`src/include/rcs_pkg.sv`:
```
// Shared constants and types for the reset, strap and speaker support block
`default_nettype none
package rcs_pkg;

	// Register map: printed port index kept, byte address is four times it
	localparam logic [9:0] RCS_CTRL_INDEX = 10'h061;
	localparam logic [9:0] RCS_STATUS_INDEX = 10'h062;
	localparam logic [11:0] RCS_CTRL_ADDR = {RCS_CTRL_INDEX, 2'b00};
	localparam logic [11:0] RCS_STATUS_ADDR = {RCS_STATUS_INDEX, 2'b00};

	// Control register fields
	localparam int RCS_SPK_EN_BIT = 1;
	localparam logic [31:0] RCS_CTRL_RESET = 32'h0000_0000;

	// Status register fields
	localparam int RCS_ST_PG_BIT = 0;
	localparam int RCS_ST_RUN_BIT = 1;
	localparam int RCS_ST_CPU_TYPE_BIT = 2;
	localparam int RCS_ST_BOOT_BIT = 3;
	localparam int RCS_ST_TEST_N_BIT = 4;
	localparam int RCS_ST_SPK_BIT = 5;

	// Boot window: top 64 Kbytes from ffff0000
	localparam logic [15:0] RCS_BOOT_PAGE = 16'hffff;

	// Consecutive high samples of power good before reset is released
	localparam logic [1:0] RCS_PG_QUAL_CYCLES = 2'h2;

	// AXI responses
	localparam logic [1:0] RCS_RESP_OKAY = 2'h0;
	localparam logic [1:0] RCS_RESP_SLVERR = 2'h2;

	// Synchronised pin bundle
	typedef struct packed {
		logic test_mode_n;
		logic boot_decode;
		logic cpu_type;
		logic power_good;
	} rcs_pins_type;

	// Reset sequencer states, Gray along the path
	typedef enum logic [1:0] {
		RCS_HOLD = 2'b00,
		RCS_QUAL = 2'b01,
		RCS_RUN = 2'b11
	} rcs_state_type;

endpackage

`default_nettype wire

```
`src/hdl/rcs_sync.sv`:
```
// Two-flop synchroniser for asynchronous pins
`timescale 1ns/1ps
`default_nettype none

module rcs_sync #(
	parameter int WIDTH = 4
) (
	// Clock and reset
	input wire logic aclk,
	input wire logic aresetn,
	// Pins in, synchronised levels out
	input wire logic [WIDTH-1:0] async_in,
	output logic [WIDTH-1:0] sync_out
);

	logic [WIDTH-1:0] stage1;
	logic [WIDTH-1:0] next_stage1;
	logic [WIDTH-1:0] next_sync_out;

	// First stage is read only by the second
	always_comb begin
		next_stage1 = async_in;
		next_sync_out = stage1;
		if (!aresetn) begin
			next_stage1 = '0;
			next_sync_out = '0;
		end
	end

	always_ff @(posedge aclk) begin
		stage1 <= next_stage1;
		sync_out <= next_sync_out;
	end

endmodule

`default_nettype wire

```
`src/hdl/rcs_top.sv`:
```
// Reset sequencing, strap handling, boot decode and speaker gate with AXI4-Lite registers
//
// Design decisions made here: register access over AXI4-Lite and the placing of the registers.
`timescale 1ns/1ps
`default_nettype none

// How it works
// - Processor-type strap: low first family, high later; sets reset and init polarity, but its synchroniser reads low in bus reset, giving first-family polarity.
// - Boot strap low: positive decode of top 64 KB; high: subtractive claim only.
// - Power good low holds PCI and ISA resets asserted; CPU reset too, except for the later family in and just after bus reset.
// - Power good high releases CPU, PCI and ISA resets.
// - Speaker is timer counter 2 ANDed with speaker enable, port 061h bit 1.
// - Speaker low in and after reset, holds last value in power-on suspend.
module rcs_top
	import rcs_pkg::*;
(
	// Clock and bus reset
	input wire logic aclk,
	input wire logic aresetn,
	// AXI4-Lite write address and data
	input wire logic [11:0] awaddr,
	input wire logic awvalid,
	output logic awready,
	input wire logic [31:0] wdata,
	input wire logic [3:0] wstrb,
	input wire logic wvalid,
	output logic wready,
	// AXI4-Lite write response
	output logic [1:0] bresp,
	output logic bvalid,
	input wire logic bready,
	// AXI4-Lite read
	input wire logic [11:0] araddr,
	input wire logic arvalid,
	output logic arready,
	output logic [31:0] rdata,
	output logic [1:0] rresp,
	output logic rvalid,
	input wire logic rready,
	// Asynchronous pins
	input wire logic power_good_in,
	input wire logic cpu_type_strap,
	input wire logic boot_decode_strap,
	input wire logic test_mode_n,
	// Same-clock logic inputs
	input wire logic timer2_out,
	input wire logic suspend_pos,
	input wire logic init_request,
	input wire logic [31:0] mem_addr,
	input wire logic mem_cycle_valid,
	// Reset and init outputs
	output logic cpu_reset_out,
	output logic cpu_init_out,
	output logic pci_reset_out_n,
	output logic isa_reset_drive_out,
	// Boot decode claims
	output logic boot_positive_claim,
	output logic boot_subtractive_claim,
	// Speaker
	output logic speaker_out
);

	rcs_pins_type pins;
	rcs_state_type state, next_state;
	logic [1:0] pg_count, next_pg_count;
	logic [31:0] ctrl, next_ctrl;
	logic next_awready, next_wready, next_bvalid;
	logic [1:0] next_bresp;
	logic next_arready, next_rvalid;
	logic [31:0] next_rdata;
	logic [1:0] next_rresp;
	logic aw_held, next_aw_held, w_held, next_w_held;
	logic [11:0] aw_addr, next_aw_addr;
	logic [31:0] w_data, next_w_data;
	logic [3:0] w_strb, next_w_strb;
	logic next_cpu_reset_out, next_cpu_init_out, next_pci_reset_out_n, next_isa_reset_drive_out;
	logic next_boot_positive_claim, next_boot_subtractive_claim, next_speaker_out;
	logic in_reset;
	logic [31:0] status;

	// All pins cross into the clock domain before any logic sees them
	rcs_sync #(
		.WIDTH(4)
	) u_sync (
		.aclk(aclk),
		.aresetn(aresetn),
		.async_in({test_mode_n, boot_decode_strap, cpu_type_strap, power_good_in}),
		.sync_out(pins)
	);

	// Power-good qualification; any low sample restarts it, so a glitch cannot release reset
	always_comb begin
		next_state = state;
		next_pg_count = pg_count;
		case (state)
			RCS_HOLD: begin
				next_pg_count = 2'h0;
				if (pins.power_good) begin
					next_state = RCS_QUAL;
					next_pg_count = 2'h1;
				end
			end
			RCS_QUAL: begin
				if (!pins.power_good) begin
					next_state = RCS_HOLD;
					next_pg_count = 2'h0;
				end else if (pg_count + 2'h1 >= RCS_PG_QUAL_CYCLES) begin
					next_state = RCS_RUN;
				end else begin
					next_pg_count = pg_count + 2'h1;
				end
			end
			RCS_RUN: begin
				if (!pins.power_good) begin
					next_state = RCS_HOLD;
					next_pg_count = 2'h0;
				end
			end
			default: begin
				next_state = RCS_HOLD;
				next_pg_count = 2'h0;
			end
		endcase
		if (!aresetn) begin
			next_state = RCS_HOLD;
			next_pg_count = 2'h0;
		end
	end

	always_ff @(posedge aclk) begin
		state <= next_state;
		pg_count <= next_pg_count;
	end

	assign in_reset = (state != RCS_RUN);

	// Reset, init, decode and speaker outputs, all registered
	always_comb begin
		// Later family takes active-low reset and init, first family active-high
		next_cpu_reset_out = pins.cpu_type ? (next_state == RCS_RUN) : (next_state != RCS_RUN);
		next_cpu_init_out = pins.cpu_type ? ~init_request : init_request;
		next_pci_reset_out_n = (next_state == RCS_RUN);
		next_isa_reset_drive_out = (next_state != RCS_RUN);
		// Strap is only sampled, board keeps it static
		next_boot_positive_claim = mem_cycle_valid && (mem_addr[31:16] == RCS_BOOT_PAGE)
			&& !pins.boot_decode;
		next_boot_subtractive_claim = mem_cycle_valid && (mem_addr[31:16] == RCS_BOOT_PAGE)
			&& pins.boot_decode;
		if (next_state != RCS_RUN) begin // Silenced on the same edge as the reset outputs
			next_speaker_out = 1'b0;
		end else if (suspend_pos) begin
			next_speaker_out = speaker_out;
		end else begin
			next_speaker_out = timer2_out & ctrl[RCS_SPK_EN_BIT];
		end
		if (!aresetn) begin
			next_cpu_init_out = pins.cpu_type;
			next_boot_positive_claim = 1'b0;
			next_boot_subtractive_claim = 1'b0;
			next_speaker_out = 1'b0;
		end
	end

	always_ff @(posedge aclk) begin
		cpu_reset_out <= next_cpu_reset_out;
		cpu_init_out <= next_cpu_init_out;
		pci_reset_out_n <= next_pci_reset_out_n;
		isa_reset_drive_out <= next_isa_reset_drive_out;
		boot_positive_claim <= next_boot_positive_claim;
		boot_subtractive_claim <= next_boot_subtractive_claim;
		speaker_out <= next_speaker_out;
	end

	// Status view of the block's own state
	always_comb begin
		status = 32'h0000_0000;
		status[RCS_ST_PG_BIT] = pins.power_good;
		status[RCS_ST_RUN_BIT] = ~in_reset;
		status[RCS_ST_CPU_TYPE_BIT] = pins.cpu_type;
		status[RCS_ST_BOOT_BIT] = pins.boot_decode;
		status[RCS_ST_TEST_N_BIT] = pins.test_mode_n;
		status[RCS_ST_SPK_BIT] = speaker_out;
	end

	// Write path: address and data taken in either order, response after both
	always_comb begin
		logic have_aw;
		logic have_w;
		logic [11:0] addr;
		logic [31:0] data;
		logic [3:0] strb;
		have_aw = aw_held | (awvalid & awready);
		have_w = w_held | (wvalid & wready);
		addr = aw_held ? aw_addr : awaddr;
		data = w_held ? w_data : wdata;
		strb = w_held ? w_strb : wstrb;
		next_aw_held = have_aw;
		next_w_held = have_w;
		next_aw_addr = addr;
		next_w_data = data;
		next_w_strb = strb;
		next_ctrl = ctrl;
		next_bvalid = bvalid;
		next_bresp = bresp;
		if (bvalid && bready) begin
			next_bvalid = 1'b0;
		end
		if (have_aw && have_w && !bvalid) begin
			next_aw_held = 1'b0;
			next_w_held = 1'b0;
			next_bvalid = 1'b1;
			if (addr[11:2] == RCS_CTRL_INDEX) begin
				for (int i = 0; i < 4; i++) begin
					if (strb[i]) begin
						next_ctrl[8*i +: 8] = data[8*i +: 8];
					end
				end
				next_bresp = RCS_RESP_OKAY;
			end else if (addr[11:2] == RCS_STATUS_INDEX) begin
				next_bresp = RCS_RESP_OKAY; // Status is read-only, write ignored
			end else begin
				next_bresp = RCS_RESP_SLVERR;
			end
		end
		next_awready = !next_aw_held && !next_bvalid;
		next_wready = !next_w_held && !next_bvalid;
		if (!aresetn) begin
			next_aw_held = 1'b0;
			next_w_held = 1'b0;
			next_aw_addr = 12'h000;
			next_w_data = 32'h0000_0000;
			next_w_strb = 4'h0;
			next_ctrl = RCS_CTRL_RESET;
			next_bvalid = 1'b0;
			next_bresp = RCS_RESP_OKAY;
			next_awready = 1'b0;
			next_wready = 1'b0;
		end
	end

	always_ff @(posedge aclk) begin
		aw_held <= next_aw_held;
		w_held <= next_w_held;
		aw_addr <= next_aw_addr;
		w_data <= next_w_data;
		w_strb <= next_w_strb;
		ctrl <= next_ctrl;
		bvalid <= next_bvalid;
		bresp <= next_bresp;
		awready <= next_awready;
		wready <= next_wready;
	end

	// Read path: one read outstanding, answer the cycle after the address
	always_comb begin
		next_rvalid = rvalid;
		next_rdata = rdata;
		next_rresp = rresp;
		if (rvalid && rready) begin
			next_rvalid = 1'b0;
		end
		if (arvalid && arready) begin
			next_rvalid = 1'b1;
			next_rresp = RCS_RESP_OKAY;
			if (araddr[11:2] == RCS_CTRL_INDEX) begin
				next_rdata = ctrl;
			end else if (araddr[11:2] == RCS_STATUS_INDEX) begin
				next_rdata = status;
			end else begin
				next_rdata = 32'h0000_0000;
				next_rresp = RCS_RESP_SLVERR;
			end
		end
		next_arready = !next_rvalid;
		if (!aresetn) begin
			next_rvalid = 1'b0;
			next_rdata = 32'h0000_0000;
			next_rresp = RCS_RESP_OKAY;
			next_arready = 1'b0;
		end
	end

	always_ff @(posedge aclk) begin
		rvalid <= next_rvalid;
		rdata <= next_rdata;
		rresp <= next_rresp;
		arready <= next_arready;
	end

endmodule

`default_nettype wire

```
`config.mk`:
```
export PLATFORM = sky130hd
export DESIGN_NAME = rcs_top
export DESIGN_NICKNAME = d
export VERILOG_FILES = /design/src/include/rcs_pkg.sv /design/src/hdl/rcs_sync.sv /design/src/hdl/rcs_top.sv
export SDC_FILE = /design/constraint.sdc
export NUM_CORES = 1
export LEC_CHECK = 0
export ABC_CLOCK_PERIOD_IN_PS = 2400
export BUFFER_PORTS_ARGS = -buffer_cell sky130_fd_sc_hd__buf_2
export CORE_MARGIN = 2
export CORE_UTILIZATION = 51
export CTS_CLUSTER_SIZE = 16
export DETAILED_ROUTE_END_ITERATION = 10
export PLACE_DENSITY = 0.85
export SLEW_MARGIN = 40
export SYNTH_ARGS = -nofsm -noshare
export SYNTH_HDL_FRONTEND = slang
export SYNTH_SLANG_ARGS = --single-unit
```
`constraint.sdc`:
```
create_clock -name aclk -period 2.4 [get_ports aclk]
set_input_delay 0.36 -clock aclk [delete_from_list [all_inputs] [get_ports aclk]]
set_output_delay 0.36 -clock aclk [all_outputs]
set_load 0.05 [all_outputs]
```
==> results.cfg <==
[yosys]
seq_area_frac_synth = 0.525
synthTopCellsByArea = dfxtp_1 (53%), nor2b_1 (8.1%), mux2i_1 (8.0%)
synthArstFlopShare = 0
ys_types = 43
synthCells = 481
synth_most_common_cell = dfxtp_1
synth_edf_count = 0
synth_warnings = 0
yosysTopAreaCell = dfxtp_1
synth-seq-cells = 138
synth.top_cell.area_share = 0.525
syn_area_per_cell_sq_um = 10.9
syn_area_sq_mm = 0.00526
synth_top_flop_cell = dfxtp_1
yosys-top-cells-count = dfxtp_1 (138), nor2b_1 (68), and2_1 (46)

[global_route]
grt_max_degree = 91
grt_overflow = 0
grt_pass1_wl_um = 17700
grt_pass1_vias = 3791
track_usage = 0.201
antenna_found_initial = 0

[sta]
hold_violations = 0
slew_violations = 0
setup_viol = 0
tns_ns = 0
skew_ns = 0.00694
max_slew_margin = 0.617
fin_crit_ns = 2.25
rsz0062_at_grt = false
fin_crit_sh = 0.939
worstMarginPinSlew_ns = 0.575
whs_ns = 0.0557
fmax_ghz = 0.444

[clocking]
post_cts_buffers = 0
postCtsHoldBufs = 0
cts_made_buffers = 17
cts_tree = built
clk_pin_slew_ns = 0.06
cts.sinks = 138
clkLatencyLatePin_ns = 0.52
max-clock-path-buffers = 2
cts_max_level = 4
cts_root_buffer = clkbuf_8
cts_resized = 0

[worst_setup_path]
critPathLaunchType = flop
worstPathRequired_ns = 2.80
critPathLaunch = aw_held$_SDFF_PN0_
endpoint = ctrl[2]$_SDFFE_PN0P_
rr_endpoint = ctrl[2]$_SDFFE_PN0P_
cp-end-kind = flop
critical_path.most_common_cell = buf_4
arrival_ns = 2.65
path_cells = buf_4, a21oi_1, or3_1, nor4_4, buf_4, mux2_2
worstSetupPathType = flop to flop
cp_num_cells = 6
r2r_cells = 6
crit_fanout = 17
r2r_slack_ns = 0.15
cpLargestDelayFamily = simple AND/OR/NAND/NOR gates
max_stage_delay_ns = 0.54
critPathBufInv = 2
critPathSlowestCell = or3_1
worst_r2r_startpoint = aw_held$_SDFF_PN0_

[power_and_ir_drop]
ir_worst_vdd_uv = 486
power_frac_clock = 0.499
power_switching_mw = 1.23
power_leakage_nw = 2.91
seq_power_share = 0.425
share_comb_of_total_power = 0.075
p_per_area_mw_per_mm2 = 836
swShare = 0.218
internal_power_mw = 4.43

[layout]
final_util = 0.666
nNetsFinal = 726
drive_above_1_share = 0.345
area_growth_pct = 29.0
antenna_cells = 0

[routing]
drcViolationCount = 0
wl_per_cell_um = 14.3
dr.first_iter.drc_count = 98
ant_nets = 0
first_pass_iters = 4
via_per_inst = 5.04
vias = 3871
drt_wl_total_um = 11000

[floorplan]
num_io_pins = 155
core-area_sq_mm = 0.0102
rows = 37
start_util = 0.516
die_y_um = 106
chipWidth_um = 106
fp.dieArea_sq_mm = 0.0111

[placement]
port_buffers = 132
gp_congestion = 0.716
hpwl_um = 7360

[hold_path]
min_path_type = primary input to flop

[run_status]
outcome = completed

[job]
maxCapViolations = 0
## worst min path at each step
stage                                     start                            end  slack, ns  cells after the start
finish                              test_mode_n    u_sync.stage1[3]$_SDFF_PN0_       0.06                      2
global placement    u_sync.stage1[2]$_SDFF_PN0_  u_sync.sync_out[2]$_SDFF_PN0_       0.42                      1
CTS                                 test_mode_n    u_sync.stage1[3]$_SDFF_PN0_       0.04                      2
floorplan           u_sync.stage1[0]$_SDFF_PN0_  u_sync.sync_out[0]$_SDFF_PN0_       0.41                      1
detailed placement  u_sync.stage1[3]$_SDFF_PN0_  u_sync.sync_out[3]$_SDFF_PN0_       0.42                      1
global route                        test_mode_n    u_sync.stage1[3]$_SDFF_PN0_       0.04                      2
## metrics by stage
step | cells | setup WS (ns) | instance area (sq um) | total power [mW]
2_1_floorplan | 482 | 0.0691 | 5260 | 2.75
3_3_place_gp | 735 | 0.175 | 6130 | 2.87
3_5_place_dp | 736 | 0.132 | 6130 | 2.89
4_1_cts | 768 | 0.140 | 6780 | 5.70
5_1_grt | 768 | 0.0140 | 6780 | 5.84
6_report | 768 | 0.147 | 6780 | 5.67
## layout make-up
| cell class | count | area (sq um) |
|---|---|---|
| clock inverters | 10 | 188 |
| repair buffers | 146 | 813 |
| inverters | 6 | 22.5 |
| clock buffers | 22 | 463 |
| well taps | 136 | 170 |
| flip-flops and latches | 138 | 2760 |
| fillers | 792 | 3400 |
| multi-input cells | 310 | 2360 |
## routing by layer
metal | vias to the layer above | routed length (um) | GRT usage
li1 | 1937 | - | -
met1 | 1821 | 4700 | 0.229
met2 | 101 | 5560 | 0.343
met3 | 12 | 634 | 0.0717
met4 | 0 | 108 | 0.0836
met5 | - | 0 | 0
## sequential cells by signal (all words and copies together) (netlist names), 2 cells and up
signal / count
w_strb: 4
w_data: 32
ctrl: 32
rdata: 32
pg_count: 2
state: 2
aw_addr: 10
u_sync.sync_out: 4
u_sync.stage1: 4
## power by group through the flow
stage / Sequential, mW / Clock [mW] / Combinational (mW)
6_report: 2.41 / 2.83 / 0.428
5_1_grt: 2.42 / 2.96 / 0.466
4_1_cts: 2.41 / 2.86 / 0.431
3_5_place_dp: 2.46 / 0 / 0.429
3_3_place_gp: 2.45 / 0 / 0.415
2_1_floorplan: 2.51 / 0 / 0.235
## cells by family after synthesis
group | Yosys count | synth area share
AOI/OAI and AO/OA | 58 | 0.0750
muxes | 78 | 0.157
other | 1 | 0.000713
buffers and inverters | 34 | 0.0274
and+or+nand+nor | 167 | 0.206
xor gates and xnor gates | 5 | 0.00833
DFF | 138 | 0.525
## placed cells by master, fill, tap and decap left out, types with 6 or more instances in the layout
cell type  Yosys  routed
dfxtp_1      138     137
buf_2          1     133
nor2b_1       68      68
and2_1        46      46
mux2i_1       42      42
mux2_2        35      35
a22oi_1       27      27
clkbuf_16      0      16
o21ai_0       13      13
nor2_1        12      12
buf_4          2       9
a21oi_1        7       7
inv_1          6       6
nand2_1        6       6
Power figures use the tool's default switching activity.
